File: config.mk
export PLATFORM = sky130hd
export DESIGN_NAME = scu_uart
export DESIGN_NICKNAME = d
export VERILOG_FILES = /design/src/scu_uart_pkg.sv /design/src/scu_buf_if.sv /design/src/scu_uart_buf.sv /design/src/scu_uart.sv
export VERILOG_INCLUDE_DIRS = /design/src
export SDC_FILE = /design/constraint.sdc
export NUM_CORES = 1
export LEC_CHECK = 0
export BUFFER_PORTS_ARGS = -buffer_cell sky130_fd_sc_hd__buf_4
export CORE_MARGIN = 4
export CORE_UTILIZATION = 50
export CTS_CLUSTER_SIZE = 24
export DETAILED_ROUTE_END_ITERATION = 12
export GPL_TIMING_DRIVEN = 0
export PLACE_DENSITY = 0.76
export SLEW_MARGIN = 10
export SYNTH_ARGS = -nofsm -noshare
export SYNTH_HDL_FRONTEND = slang
export SYNTH_HIERARCHICAL = 1
export SYNTH_SLANG_ARGS = --single-unit
File: constraint.sdc
create_clock -name i_core_clk -period 2.4 [get_ports i_core_clk]
set_clock_uncertainty 0.05 [all_clocks]
set_input_delay 0.24 -clock i_core_clk [delete_from_list [all_inputs] [get_ports i_core_clk]]
set_output_delay 0.24 -clock i_core_clk [all_outputs]
set_load 0.02 [all_outputs]
File: src/scu_uart_defines.svh
/*
 constants of the sensor conditioner serial transceiver: clock rate,
 bit rates, divider counts, receive vote phases, line levels.
 assumes a single 10 MHz core clock.
*/
`ifndef SCU_UART_DEFINES_SVH
`define SCU_UART_DEFINES_SVH

`define SCU_CLK_HZ      10000000
`define SCU_BAUD_SLOW   2400
`define SCU_BAUD_FAST   9600
`define SCU_OVERSAMPLE  16
`define SCU_DIV_SLOW    (`SCU_CLK_HZ / (`SCU_BAUD_SLOW * `SCU_OVERSAMPLE))
`define SCU_DIV_FAST    (`SCU_CLK_HZ / (`SCU_BAUD_FAST * `SCU_OVERSAMPLE))
`define SCU_DIV_W       9
`define SCU_PH_VOTE_A   4'h6
`define SCU_PH_VOTE_B   4'h7
`define SCU_PH_VOTE_C   4'h8
`define SCU_PH_LAST     4'hF
`define SCU_DATA_BITS   8
`define SCU_LAST_BIT    3'h7
`define SCU_LINE_IDLE   1'b1
`define SCU_START_BIT   1'b0
`define SCU_STOP_BIT    1'b1
`define SCU_BUF_DEPTH   2

`endif

File: src/scu_uart_pkg.sv
/*
 types of the sensor conditioner serial transceiver.
 assumes the defines header is compiled alongside.
*/
package scu_uart_pkg;

    typedef enum logic [3:0] {
        SCU_TX_IDLE  = 4'b0001,
        SCU_TX_START = 4'b0010,
        SCU_TX_DATA  = 4'b0100,
        SCU_TX_STOP  = 4'b1000
    } scu_tx_state_t;

    typedef enum logic [3:0] {
        SCU_RX_IDLE  = 4'b0001,
        SCU_RX_START = 4'b0010,
        SCU_RX_DATA  = 4'b0100,
        SCU_RX_STOP  = 4'b1000
    } scu_rx_state_t;

endpackage

File: src/scu_buf_if.sv
/*
 valid/ready carrier between the transmit path and its two-entry buffer.
 assumes both ends share the core clock.
*/
`timescale 1ns/1ps
`include "scu_uart_defines.svh"

interface scu_buf_if;
    logic                      in_valid;
    logic                      in_ready;
    logic [`SCU_DATA_BITS-1:0] in_data;
    logic                      out_valid;
    logic                      out_ready;
    logic [`SCU_DATA_BITS-1:0] out_data;

    modport buf_side (
        input  in_valid,
        input  in_data,
        input  out_ready,
        output in_ready,
        output out_valid,
        output out_data
    );

    modport user_side (
        output in_valid,
        output in_data,
        output out_ready,
        input  in_ready,
        input  out_valid,
        input  out_data
    );
endinterface

File: src/scu_uart_buf.sv
/*
 two-entry buffer for transmit bytes written by the core.
 assumes the drain side stalls while a character is on the line.
*/
`timescale 1ns/1ps
`include "scu_uart_defines.svh"

module scu_uart_buf (
    // clock and reset
    input  wire logic i_core_clk,
    input  wire logic i_rst,
    // both sides of the buffer
    scu_buf_if.buf_side bus
);

    logic [`SCU_DATA_BITS-1:0] mem [`SCU_BUF_DEPTH];
    logic                      wptr;
    logic                      rptr;
    logic [1:0]                count;
    logic                      push;
    logic                      pop;

    assign bus.in_ready  = (count != 2'h2);
    assign bus.out_valid = (count != 2'h0);
    assign bus.out_data  = mem[rptr];
    assign push          = bus.in_valid & bus.in_ready;
    assign pop           = bus.out_valid & bus.out_ready;

    // storage needs no reset; count guards every read
    always_ff @(posedge i_core_clk) begin
        if (push) begin
            mem[wptr] <= bus.in_data;
        end
    end

    always_ff @(posedge i_core_clk) begin
        if (i_rst) begin
            wptr  <= 1'b0;
            rptr  <= 1'b0;
            count <= 2'h0;
        end else begin
            if (push) begin
                wptr <= ~wptr;
            end
            if (pop) begin
                rptr <= ~rptr;
            end
            count <= count + {1'b0, push} - {1'b0, pop};
        end
    end

endmodule

File: src/scu_uart.sv
/*
 byte serial transceiver of the sensor conditioner, one shared pin.
 assumes a 10 MHz core clock, synchronous pin input and an external
 pull-up that holds the shared pin high while nobody drives it.
*/
// Contract
// transmit and receive paths run independently and at the same time.
// a completed byte is held while the next one shifts in.
// an unread held byte is overwritten by the next completed byte.
// the bit rate comes from the core clock and a rate boost input.
// each character is a low start bit, eight data bits, a high stop bit.
// a core write of a byte alone launches its transmission.
// the transmit interrupt fires as the stop bit is driven on the line.
// reception starts on a high to low edge of the idle line.
// each bit is split into sixteen phases, only the middle ones are used.
// a bit value is the majority of phases seven, eight and nine.
// the line is debounced and the start bit value is confirmed.
// the receive interrupt fires when the stop bit has been captured.
// transmit and receive share one two-way pin.
// boost low gives 2400 baud, boost high gives 9600 baud.
// a start bit that votes high is dropped without an interrupt.
// the receive phase counter ticks at 16x the bit rate, reset per start.
`timescale 1ns/1ps
`include "scu_uart_defines.svh"

module scu_uart
    import scu_uart_pkg::*;
(
    // clock and reset
    input  wire logic                      i_core_clk,
    input  wire logic                      i_rst,
    // rate select
    input  wire logic                      i_rate_boost_select,
    // core transmit port
    input  wire logic                      i_tx_wr,
    input  wire logic [`SCU_DATA_BITS-1:0] i_tx_data,
    output logic                           o_tx_ready,
    output logic                           o_tx_irq,
    // core receive port
    input  wire logic                      i_rx_read,
    output logic [`SCU_DATA_BITS-1:0]      o_rx_data,
    output logic                           o_rx_valid,
    output logic                           o_rx_irq,
    // shared serial pin
    input  wire logic                      i_serial_io_pin,
    output logic                           o_serial_io_pin,
    output logic                           o_serial_io_pin_oe
);

    scu_buf_if buf_bus ();

    logic [`SCU_DIV_W-1:0]     div_cnt [2];
    logic [1:0]                div_tick;
    logic [1:0]                div_restart;
    logic [`SCU_DIV_W-1:0]     div_top;
    scu_tx_state_t             tx_state;
    logic [3:0]                tx_phase;
    logic [2:0]                tx_bit;
    logic [`SCU_DATA_BITS-1:0] tx_shift;
    logic                      tx_end_bit;
    scu_rx_state_t             rx_state;
    logic [3:0]                rx_phase;
    logic [2:0]                rx_bit;
    logic [`SCU_DATA_BITS-1:0] rx_shift;
    logic                      rx_raw;
    logic                      rx_deb;
    logic                      rx_deb_d;
    logic                      rx_fall;
    logic [1:0]                rx_vote;
    logic                      rx_major;
    logic                      rx_at_vote;
    logic                      rx_end_bit;
    logic                      rx_load;

    // transmit buffer: back-pressure reaches the core via o_tx_ready
    scu_uart_buf u_buf (
        .i_core_clk (i_core_clk),
        .i_rst      (i_rst),
        .bus        (buf_bus.buf_side)
    );

    assign buf_bus.in_valid  = i_tx_wr;
    assign buf_bus.in_data   = i_tx_data;
    assign o_tx_ready        = buf_bus.in_ready;
    assign buf_bus.out_ready = (tx_state == SCU_TX_IDLE);

    // 16x tick per path; index 0 transmit, 1 receive
    assign div_top = i_rate_boost_select ?
                     `SCU_DIV_W'(`SCU_DIV_FAST - 1) :
                     `SCU_DIV_W'(`SCU_DIV_SLOW - 1);
    assign div_restart[0] = (tx_state == SCU_TX_IDLE);
    assign div_restart[1] = rx_fall && (rx_state == SCU_RX_IDLE);

    for (genvar g = 0; g < 2; g++) begin : g_div
        // >= keeps a rate change mid-count from running past the top
        assign div_tick[g] = (div_cnt[g] >= div_top);
        always_ff @(posedge i_core_clk) begin
            if (i_rst || div_restart[g] || div_tick[g]) begin
                div_cnt[g] <= '0;
            end else begin
                div_cnt[g] <= div_cnt[g] + `SCU_DIV_W'(1);
            end
        end
    end

    // transmitter, separate from the receiver
    assign tx_end_bit = div_tick[0] && (tx_phase == `SCU_PH_LAST);

    always_ff @(posedge i_core_clk) begin
        if (i_rst) begin
            tx_state <= SCU_TX_IDLE;
            tx_phase <= 4'h0;
            tx_bit   <= 3'h0;
            tx_shift <= '0;
        end else begin
            if (div_tick[0]) begin
                tx_phase <= tx_phase + 4'h1;
            end
            unique case (tx_state)
                SCU_TX_IDLE: begin
                    tx_phase <= 4'h0;
                    if (buf_bus.out_valid) begin
                        tx_shift <= buf_bus.out_data;
                        tx_bit   <= 3'h0;
                        tx_state <= SCU_TX_START;
                    end
                end
                SCU_TX_START: begin
                    if (tx_end_bit) begin
                        tx_state <= SCU_TX_DATA;
                    end
                end
                SCU_TX_DATA: begin
                    if (tx_end_bit) begin
                        tx_shift <= tx_shift >> 1;
                        tx_bit   <= tx_bit + 3'h1;
                        if (tx_bit == `SCU_LAST_BIT) begin
                            tx_state <= SCU_TX_STOP;
                        end
                    end
                end
                SCU_TX_STOP: begin
                    if (tx_end_bit) begin
                        tx_state <= SCU_TX_IDLE;
                    end
                end
            endcase
        end
    end

    // line level from the next state so pin and interrupt change together
    always_ff @(posedge i_core_clk) begin
        if (i_rst) begin
            o_serial_io_pin    <= `SCU_LINE_IDLE;
            o_serial_io_pin_oe <= 1'b0;
            o_tx_irq           <= 1'b0;
        end else begin
            o_tx_irq <= 1'b0;
            if (tx_state == SCU_TX_IDLE && buf_bus.out_valid) begin
                o_serial_io_pin    <= `SCU_START_BIT;
                o_serial_io_pin_oe <= 1'b1;
            end else if (tx_end_bit) begin
                unique case (tx_state)
                    SCU_TX_IDLE: begin
                        o_serial_io_pin_oe <= 1'b0;
                    end
                    SCU_TX_START: begin
                        o_serial_io_pin <= tx_shift[0];
                    end
                    SCU_TX_DATA: begin
                        if (tx_bit == `SCU_LAST_BIT) begin
                            o_serial_io_pin <= `SCU_STOP_BIT;
                            o_tx_irq        <= 1'b1;
                        end else begin
                            o_serial_io_pin <= tx_shift[1];
                        end
                    end
                    SCU_TX_STOP: begin
                        // release the pin; the pull-up keeps it idle
                        o_serial_io_pin_oe <= 1'b0;
                    end
                endcase
            end
        end
    end

    // debounce: a level must stand two clocks before it is believed
    always_ff @(posedge i_core_clk) begin
        if (i_rst) begin
            rx_raw   <= `SCU_LINE_IDLE;
            rx_deb   <= `SCU_LINE_IDLE;
            rx_deb_d <= `SCU_LINE_IDLE;
        end else begin
            rx_raw   <= i_serial_io_pin;
            rx_deb_d <= rx_deb;
            if (i_serial_io_pin == rx_raw) begin
                rx_deb <= rx_raw;
            end
        end
    end

    assign rx_fall    = rx_deb_d && !rx_deb;
    assign rx_at_vote = div_tick[1] && (rx_phase == `SCU_PH_VOTE_C);
    assign rx_end_bit = div_tick[1] && (rx_phase == `SCU_PH_LAST);
    // third vote is the live sample at the decision tick
    assign rx_major   = (rx_vote[0] & rx_vote[1]) |
                        (rx_vote[0] & rx_deb) |
                        (rx_vote[1] & rx_deb);
    assign rx_load    = rx_at_vote && (rx_state == SCU_RX_STOP);

    always_ff @(posedge i_core_clk) begin
        if (i_rst) begin
            rx_vote <= 2'h0;
        end else if (div_tick[1]) begin
            // phases outside the vote window are never looked at
            if (rx_phase == `SCU_PH_VOTE_A) begin
                rx_vote[0] <= rx_deb;
            end
            if (rx_phase == `SCU_PH_VOTE_B) begin
                rx_vote[1] <= rx_deb;
            end
        end
    end

    // receiver; it also hears our own transmission on the shared pin
    always_ff @(posedge i_core_clk) begin
        if (i_rst) begin
            rx_state <= SCU_RX_IDLE;
            rx_phase <= 4'h0;
            rx_bit   <= 3'h0;
            rx_shift <= '0;
        end else begin
            if (div_tick[1]) begin
                rx_phase <= rx_phase + 4'h1;
            end
            unique case (rx_state)
                SCU_RX_IDLE: begin
                    if (rx_fall) begin
                        rx_phase <= 4'h0;
                        rx_bit   <= 3'h0;
                        rx_state <= SCU_RX_START;
                    end
                end
                SCU_RX_START: begin
                    if (rx_at_vote && rx_major) begin
                        rx_state <= SCU_RX_IDLE;
                    end else if (rx_end_bit) begin
                        rx_state <= SCU_RX_DATA;
                    end
                end
                SCU_RX_DATA: begin
                    if (rx_at_vote) begin
                        rx_shift <= {rx_major, rx_shift[7:1]};
                    end
                    if (rx_end_bit) begin
                        rx_bit <= rx_bit + 3'h1;
                        if (rx_bit == `SCU_LAST_BIT) begin
                            rx_state <= SCU_RX_STOP;
                        end
                    end
                end
                SCU_RX_STOP: begin
                    // leave at mid stop so the next start edge is seen
                    if (rx_at_vote) begin
                        rx_state <= SCU_RX_IDLE;
                    end
                end
            endcase
        end
    end

    // holding register; shifting goes on while it holds
    always_ff @(posedge i_core_clk) begin
        if (i_rst) begin
            o_rx_data  <= '0;
            o_rx_valid <= 1'b0;
            o_rx_irq   <= 1'b0;
        end else begin
            o_rx_irq <= rx_load;
            if (rx_load) begin
                o_rx_data  <= rx_shift;
                o_rx_valid <= 1'b1;
            end else if (i_rx_read) begin
                o_rx_valid <= 1'b0;
            end
        end
    end
endmodule

-- After elaboration in Yosys (flattened, before gate mapping)
Memories as Yosys holds them, arrays and structs flattened. A register that Yosys moved wholly into a read port is not among the register bits.
Cells that the tools add are included.
- reductions and logical operators: 32
- $add $sub $neg: 8
- equal/unequal tests: 27
- bitwise gates (word level): 13
- $lt $le $gt $ge: 2
- multiplexer cells: 48
- operators by type and width (cell ; number):
    $mux W4 ; 14
    $pmux W4 S4 ; 2
    $mux W9 ; 3
    $eq A4 B4 Y1 const B ; 5
    $ne A2 B2 Y1 const B ; 10
    $mux W1 ; 19
    $add A9 B1 Y9 const B ; 2
    $ge A9 B9 Y1 ; 2
    $eq A4 B3 Y1 const B ; 4
    $mux W8 ; 2
    $pmux W8 S2 ; 1
    $mux W3 ; 4
    $pmux W3 S2 ; 2
    $reduce_bool A2 Y1 ; 6
    $reduce_and A2 Y1 ; 5
    $reduce_and A5 Y1 ; 2
    $add A4 B1 Y4 const B ; 2
    $eq A4 B1 Y1 const B ; 2
    $eq A4 B2 Y1 const B ; 2
    $logic_and A1 B1 Y1 ; 8
    $add A3 B1 Y3 const B ; 2
    $eq A3 B3 Y1 const B ; 2
    $reduce_and A3 Y1 ; 2
    $and A1 B1 Y1 ; 5
    12 further kinds ; 22
- memories kept: 2
- bits in registers: 60
- bits in writable memories: 34
- output and inout port bits: 14
- memories (memory ; words ; width ; read ports ; clocked after memory_dff ; write ports ; RTL line ; text):
    div_cnt ; 2 ; 9 ; 2 ; 0 ; 2 ; scu_uart.sv:52 ; logic [`SCU_DIV_W-1:0] div_cnt [2];
    u_buf.mem ; 2 ; 8 ; 1 ; 1 ; 1 ; scu_uart_buf.sv:16 ; logic [`SCU_DATA_BITS-1:0] mem [`SCU_BUF_DEPTH];

-- Longest topological paths before layout
Gate-level depths: netlist of run 1.
- word-level depth: 8
- mapped depth: 9
- mapped depth without buffers: 8

-- Modules after synthesis
Netlist of run 1, hierarchy kept.
- modules (own cells, without submodules) (module ; cells an instance ; sequential area each (um^2) ; times used ; area each (um^2)):
    scu_uart ; 391 ; 1481.4 ; 1 ; 3618.5
    scu_uart_buf ; 49 ; 580.6 ; 1 ; 813.3

-- Worst setup path after synthesis of run 1
OpenSTA, ideal clock, no wires.
- path kind: reg-to-reg
- start: register tx_state[1]
- end: register u_buf.count[1]
- stages on the path, launching flop included: 10
- slack: 0.375 ns
- clock period less this slack: 2.025 ns
- path buffers: 1
- data required time: 2.235 ns
- data arrival time: 1.860 ns
- cells stage by stage: dfxtp_1 > clkbuf_1 > nor4b_1 > o21a_2 > ha_1 > inv_1 > ha_1 > xor2_1 > xnor2_1 > nor2_1
- cells in the longest elaborated chain, start to end: 3
- ends and longest elaborated chain (what ; RTL line ; text):
    start: declaration ; scu_uart.sv:56 ; scu_tx_state_t tx_state;
    start signal: assignment ; scu_uart.sv:111 ; tx_state <= SCU_TX_IDLE;
    start signal: assignment ; scu_uart.sv:125 ; tx_state <= SCU_TX_START;
    start signal: assignment ; scu_uart.sv:130 ; tx_state <= SCU_TX_DATA;
    $eq A4 B1 Y1 ; scu_uart.sv:85 ; assign buf_bus.out_ready = (tx_state == SCU_TX_IDLE);
    named net buf_bus.out_ready ; scu_buf_if.sv:13 ; logic out_ready;
    $and A1 B1 Y1 ; scu_uart_buf.sv:27 ; assign pop = bus.out_valid & bus.out_ready;
    named net u_buf.pop ; scu_uart_buf.sv:21 ; logic pop;
    $sub A2 B1 Y2 ; scu_uart_buf.sv:48 ; count <= count + {1'b0, push} - {1'b0, pop};
    end signal: assignment ; scu_uart_buf.sv:48 ;
    end: declaration ; scu_uart_buf.sv:19 ; logic [1:0] count;
The timed path passes the listed nets, and every way through them passes these cells.
A chain may end at the register's enable or synchronous reset.

==> results of run 1 <==
## cell usage after synthesis (2+ instances only)
cell type / count
and2_1: 3
nand2b_1: 28
a211o_1: 3
and3_1: 6
o211ai_1: 2
mux2i_1: 26
buf_2: 7
or3_1: 4
nor3_1: 10
a21oi_1: 20
inv_1: 11
mux2_1: 8
clkbuf_1: 8
nand3_1: 17
nand3b_1: 6
edfxtp_1: 16
nor4b_1: 2
nand4_1: 5
o21ai_0: 9
and3_2: 2
o21ai_2: 2
buf_4: 2
or2_2: 4
xor2_1: 11
nor2_1: 45
o31ai_1: 2
a211oi_1: 8
dfxtp_1: 79
o21a_1: 3
nor2b_1: 8
nor4_1: 2
and3b_1: 2
xnor2_1: 12
nand2_1: 19
ha_1: 20
## metal layers
metal  track usage, %  routed length (um)  vias up
met3             4.44                 335        6
met2             28.6                3870       64
met5                0                   0        -
met1             21.3                3670     1468
li1                 -                   -     1637
met4             5.55                  82        0
## worst min path at each step
| stage | from | end | depth (start not counted) |
|---|---|---|---|
| after global placement | i_tx_data[4] | u_buf/mem[0][4] | 1 |
| after detailed placement | i_tx_data[4] | u_buf/mem[0][4] | 1 |
| after floorplan | i_rst | u_buf/count[0] | 1 |
| after global routing | i_serial_io_pin | rx_raw | 2 |
| after CTS | i_serial_io_pin | rx_raw | 2 |
| final | i_serial_io_pin | rx_raw | 2 |
## repair_timing
| action | CTS | global route |
|---|---|---|
| endpoints found under the setup margin | 1 | 0 |
| endpoints found under the hold margin | 16 | 0 |
| hold buffers | 8 | 0 |
| resized for setup | 1 | 0 |
## registers in the layout, indices dropped and copies added (netlist names), 2 cells and up, named ones only
name and count:
u_buf/count 2, u_buf/mem 16, rx_state 4, tx_bit 3, rx_vote 2, rx_bit 3
tx_phase 4, rx_phase 4, rx_shift 8, o_rx_data 8, div_cnt 18, tx_state 4
tx_shift 8
## cell families (layout without fill, tap and decap cells)
group           after synthesis  count (layout)  synth area share [%]
fa+ha+maj                    21              21                  5.87
simple gates                173             173                  21.2
xor+xnor                     23              23                  4.55
buf+inv                      30              81                  3.19
compound gates               63              63                  10.4
mux                          35              35                  8.24
flops                        95              95                  46.5
## per-stage QoR
stage / instance area (um2) / utilization, % / total power, W / hold WS (ns)
5_1_grt: 5060 / 58.3 / 0.00402 / 0.0303
3_3_place_gp: 4770 / 55.0 / 0.00268 / 0.375
6_report: 5060 / 58.3 / 0.00378 / 0.0399
3_5_place_dp: 4770 / 55.0 / 0.00272 / 0.377
2_1_floorplan: 4430 / - / 0.00252 / 0.262
4_1_cts: 5060 / 58.3 / 0.00383 / 0.0238
## power breakdown
group          total, W  switching, W  internal [W]  leakage (nW)
clock network   0.00110      0.000573      0.000524         0.102
registers       0.00188     0.0000968       0.00179         0.791
logic          0.000803      0.000431      0.000372          1.13
## worst reg2reg max path, delay by kind of cell (launching register included)
kind            cells  cell delay (ns)
buf+inv             2             0.46
flops               1             0.44
simple gates        3             0.38
compound gates      2             0.52
fa+ha+maj           1             0.27
## cells in the final DEF, fill, tap and decap left out, types with 3 or more instances in the layout
cell type,n
dfxtp_1,79
nor2_1,45
buf_4,29
nand2b_1,28
mux2i_1,26
a21oi_1,20
ha_1,20
nand2_1,19
nand3_1,17
edfxtp_1,16
xnor2_1,12
inv_1,11
xor2_1,11
nor3_1,10
clkbuf_8,10
clkbuf_1,9
o21ai_0,9
nor2b_1,8
a211oi_1,8
dlygate4sd3_1,8
mux2_1,8
buf_2,7
and3_1,6
nand3b_1,6
nand4_1,5
or3_1,4
or2_2,4
and2_1,3
a211o_1,3
o21a_1,3
## area by class of cell
cell class | count | area [um2] | share of cell area, %
Multi-Input combinational cell | 315 | 2230 | 44.1
Inverter | 11 | 41.3 | 0.815
Buffer | 19 | 100 | 1.98
Tap cell | 108 | 135 | 2.67
Clock buffer | 11 | 141 | 2.79
Clock inverter | 5 | 66.3 | 1.31
Sequential cell | 95 | 2060 | 40.7
Timing Repair Buffer | 35 | 283 | 5.58
==> run_results.csv, run 1 <==
group,metric,value,unit
status,outcome,"finished, final reports clean",
sta,slew_headroom,54.2,%
critical_path,critPathLaunchType,"flop",
critical_path,worstPathCellList,"inv_1 -> ha_1 -> nor2b_1 -> o211ai_1 -> and4_1 -> clkbuf_1 -> nor3_1 -> a211oi_1",
critical_path,reg2regPathDepth,8,
critical_path,crit_start,"div_cnt[0][0]",
floorplanning,die_w,102,um
floorplanning,placementRows,34,
final_layout,nNetsFinal,520,
global_route,grt_pass1_vias,3209,
final_layout,syn_to_final_growth,14.3,%
critical_path,worst_ep_required_time,2.63,ns
clock_network,ctsRootBufferMaster,"clkbuf_8",
critical_path,endpoint_kind,"flop",
detailed_routing,vias_per_cell,5.30,
global_route,grtUsageTotal,17.0,%
critical_path,arrival,2.43,ns
detailed_routing,routedWlPerCell,13.3,um
sta,fin_setup_tns,0,ns
worst_hold_path,hold_class,"in2reg",
synthesis,ys_seq_area_share,46.5,%
pwr,power_density,747,mW/mm2
pwr,p_leak,2.02,nW
global_route,grt_max_degree,18,
synthesis,syn_avg_cell_area,10.1,um2
synthesis,yosysTopAreaCellShare,35.7,%
critical_path,slowest_stage,"dfxtp_1",
sta,rsz0062_at_grt,"false",
critical_path,cp.depth,8,
placement,dp_cells,575,
clock_network,cts_tree,"done",
clock_network,clkLatencyLatePin,0.37,ns
clock_network,htree_levels,3,
synthesis,synth_ff_type,"dfxtp_1",
synthesis,ys_ff_latch,95,
floorplanning,initial_core_util,51.1,%
final_layout,final_layout_size_suffix_gt1_share,15.7,%
sta,tightest_slew,0.685,ns
synthesis,synth_cell_types,63,
critical_path,reg2reg_to,"tx_shift[3]",
clock_network,cts_buffers,9,
synthesis,yosys_warnings,6,
sta,hold_violations,0,
critical_path,reg2reg_slack,0.20,ns
final_layout,diodes,0,
critical_path,crit_buf_inv,2,
critical_path,reg2reg_from,"div_cnt[0][0]",
detailed_routing,drtIter0Drc,120,
clock_network,cts.reportedPaths.clkPinSlew,0.09,ns
clock_network,clock-sinks,95,
final_layout,n_fill_cell,756,
placement,io_buffer_count,27,
synthesis,synthArstFlopShare,0,%
pwr,vdd_drop_max,0.500,mV
detailed_routing,dr.pass1.iters,4,
synthesis,synth_edf_count,16,
synthesis,synthTopCellsByArea,"dfxtp_1 (36%), edfxtp_1 (11%), mux2i_1 (5.9%)",
placement,dp_hpwl,5.67,mm
sta,setup_violations,0,
sta,fmaxAchievable,0.455,GHz
detailed_routing,vias,3175,
detailed_routing,wirelength,7.96,mm
critical_path,crit_family,"compound AO/OA/AOI/OAI gates",
floorplanning,coreArea,0.00868,mm2
detailed_routing,drc,0,
synthesis,syn-cell-area,0.00443,mm2
final_layout,instances_no_fill,599,
placement,post-place-ws,0.0174,ns
sta,layout_setup_ws,0.202,ns
clock_network,post_cts_buffers,0,
floorplanning,die_area,0.0104,mm2
sta,post-route-min-period,2.20,ns
sta,finalCritPeriodShare,91.6,%
critical_path,path_max_fanout,10,
floorplanning,pin_count,28,
global_route,grt_overflow,0,
critical_path,slowest_delay,0.44,ns
critical_path,criticalPathCategory,"reg2reg",
global_route,antenna_found_initial,0,
detailed_routing,drtAntennaViolNets,0,
synthesis,syn_nets,474,
synthesis,synth.largest_area_cell,"dfxtp_1",
synthesis,syn-instance-count,440,
floorplanning,floorplan.die.height,102,um
clock_network,clockBufferDepth,2,
global_route,grt_pass1_wl,14.2,mm
placement,gp_congestion,0.828,
critical_path,critical_path.endpoint,"tx_shift[3]",
flow_run,drv_cap,0,
sta,drv_slew,0,
(Power assumes the default switching activity.)
==> run 2, diff against run 1 <==
CELL_PAD_IN_SITES_DETAIL_PLACEMENT = 1   (was default)
CELL_PAD_IN_SITES_GLOBAL_PLACEMENT = 1   (was default)
CORE_UTILIZATION = 48   (was 50)
PLACE_DENSITY = 0.88   (was 0.76)
==> run_results.csv, run 2 (synthesis results as in run 1) <==
group,metric,value,unit
worst_hold_path,hold_class,"in2reg",
final_layout,final_cell_mix,"dfxtp_1 (79), nor2_1 (45), buf_4 (29)",
placement,place_area,0.00477,mm2
critical_path,slowest_stage,"dfxtp_1",
critical_path,slowest_delay,0.35,ns
sta,tightest_slew,0.702,ns
detailed_routing,routedWlPerCell,17.5,um
floorplanning,pin_count,28,
pwr,p_leak,2.01,nW
final_layout,diodes,0,
final_layout,final_layout_size_suffix_gt1_share,16.5,%
detailed_routing,drc,0,
clock_network,cts_buffers,9,
critical_path,worstPathCellList,"ha_1 -> a211o_1 -> a21oi_1 -> o41ai_4 -> nand4_1 -> buf_4 -> mux2i_1",
final_layout,largest_reg_flops,18,
sta,drv_slew,0,
clock_network,clockBufferDepth,2,
critical_path,endpoint_kind,"flop",
final_layout,top_regs,"div_cnt x18, u_buf/mem x16",
sta,post-route-min-period,2.20,ns
final_layout,largest_register,"div_cnt",
placement,gp_congestion,0.845,
critical_path,critPathLaunchType,"flop",
placement,io_buffer_count,27,
clock_network,clkLatencyLatePin,0.37,ns
clock_network,clock-sinks,95,
final_layout,syn_to_final_growth,14.1,%
clock_network,cts_tree,"done",
status,outcome,"finished, final reports clean",
sta,finalCritPeriodShare,91.8,%
critical_path,worst_ep_required_time,2.64,ns
sta,setup_violations,0,
placement,post-place-ws,-0.0258,ns
sta,rsz0062_at_grt,"false",
critical_path,arrival,2.45,ns
clock_network,ctsRootBufferMaster,"clkbuf_8",
detailed_routing,vias_per_cell,5.61,
critical_path,criticalPathCategory,"reg2reg",
flow_run,drv_cap,0,
detailed_routing,dr.pass1.iters,4,
clock_network,post_cts_buffers,0,
clock_network,cts.reportedPaths.clkPinSlew,0.10,ns
sta,hold_violations,0,
final_layout,multi_input_area,0.00225,mm2
global_route,grt_pass1_vias,3631,
sta,whs,0.0516,ns
floorplanning,floorplan.die.height,104,um
global_route,grt_overflow,0,
final_layout,final_area,0.00505,mm2
sta,fmaxAchievable,0.454,GHz
critical_path,path_max_fanout,10,
global_route,grt_max_degree,19,
global_route,grtUsageTotal,20.1,%
final_layout,n_fill_cell,996,
sta,layout_setup_ws,0.197,ns
detailed_routing,wirelength,10.5,mm
detailed_routing,drtIter0Drc,128,
global_route,antenna_found_initial,0,
floorplanning,placementRows,34,
detailed_routing,drtAntennaViolNets,0,
final_layout,nNetsFinal,519,
detailed_routing,vias,3352,
pwr,vdd_drop_max,0.505,mV
pwr,power_density,750,mW/mm2
global_route,grt_pass1_wl,17.8,mm
sta,slew_headroom,53.0,%
clock_network,htree_levels,3,
floorplanning,die_area,0.0108,mm2
floorplanning,die_w,104,um
final_layout,area.sequential,0.00206,mm2
floorplanning,initial_core_util,50.1,%
floorplanning,coreArea,0.00885,mm2
placement,dp_hpwl,7.10,mm
final_layout,final_common_cell,"dfxtp_1",
[run 2: power by group]
group | internal, W | switching [W] | leakage [nW] | total (W)
Clock | 0.000395 | 0.000626 | 0.0848 | 0.00102
Sequential | 0.00179 | 0.000103 | 0.791 | 0.00189
Combinational | 0.000382 | 0.000500 | 1.13 | 0.000881
[run 2: final cells by class]
type / instances / area share (%)
buffer: 18 / 1.91
tap: 108 / 2.67
sequential: 95 / 40.8
clock buffer: 9 / 2.45
inverter: 11 / 0.817
multi-input combinational: 315 / 44.6
clock inverter: 7 / 1.19
timing repair buffer: 35 / 5.59
[run 2: per-layer routing]
| layer | GRT usage (%) | wire [um] | up-vias |
|---|---|---|---|
| li1 | - | - | 1639 |
| met1 | 24.4 | 4680 | 1642 |
| met2 | 36.3 | 5370 | 55 |
| met3 | 2.98 | 278 | 16 |
| met4 | 6.65 | 161 | 0 |
| met5 | 0 | 0 | - |
[run 2: path summary, 6_finish.rpt]
path / startpoint / slack (ns) / cells past startpoint / end
max: div_cnt[1][6] / 0.20 / 7 / o_rx_data[3]
min: i_serial_io_pin / 0.05 / 2 / rx_raw
max reg2reg: div_cnt[1][6] / 0.20 / 7 / o_rx_data[3]
min reg2reg: div_cnt[1][0] / 0.43 / 1 / div_cnt[1][0]
[run 2: what timing repair did]
action | CTS | global route
endpoints found under the hold margin | 16 | 0
setup endpoints to repair | 1 | 12
hold buffers | 8 | 0
gates resized for setup | 1 | 4
[run 2: per-stage QoR]
stage | std cells | util (%) | total power [W] | setup TNS (ns)
6_report | 598 | 57.1 | 0.00379 | 0
5_1_grt | 598 | 57.1 | 0.00402 | 0
4_1_cts | 599 | 57.0 | 0.00379 | 0
3_5_place_dp | 575 | 53.9 | 0.00275 | -0.0258
3_3_place_gp | 575 | 53.9 | 0.00269 | 0
2_1_floorplan | 440 | - | 0.00252 | 0
[run 2: critical path, delay by kind of cell (launching register included)]
kind	cells	cell delay (ns)
compound gates	3	0.85
flops	1	0.35
fa+ha+maj	1	0.31
mux	1	0.22
buf+inv	1	0.21
simple gates	1	0.14
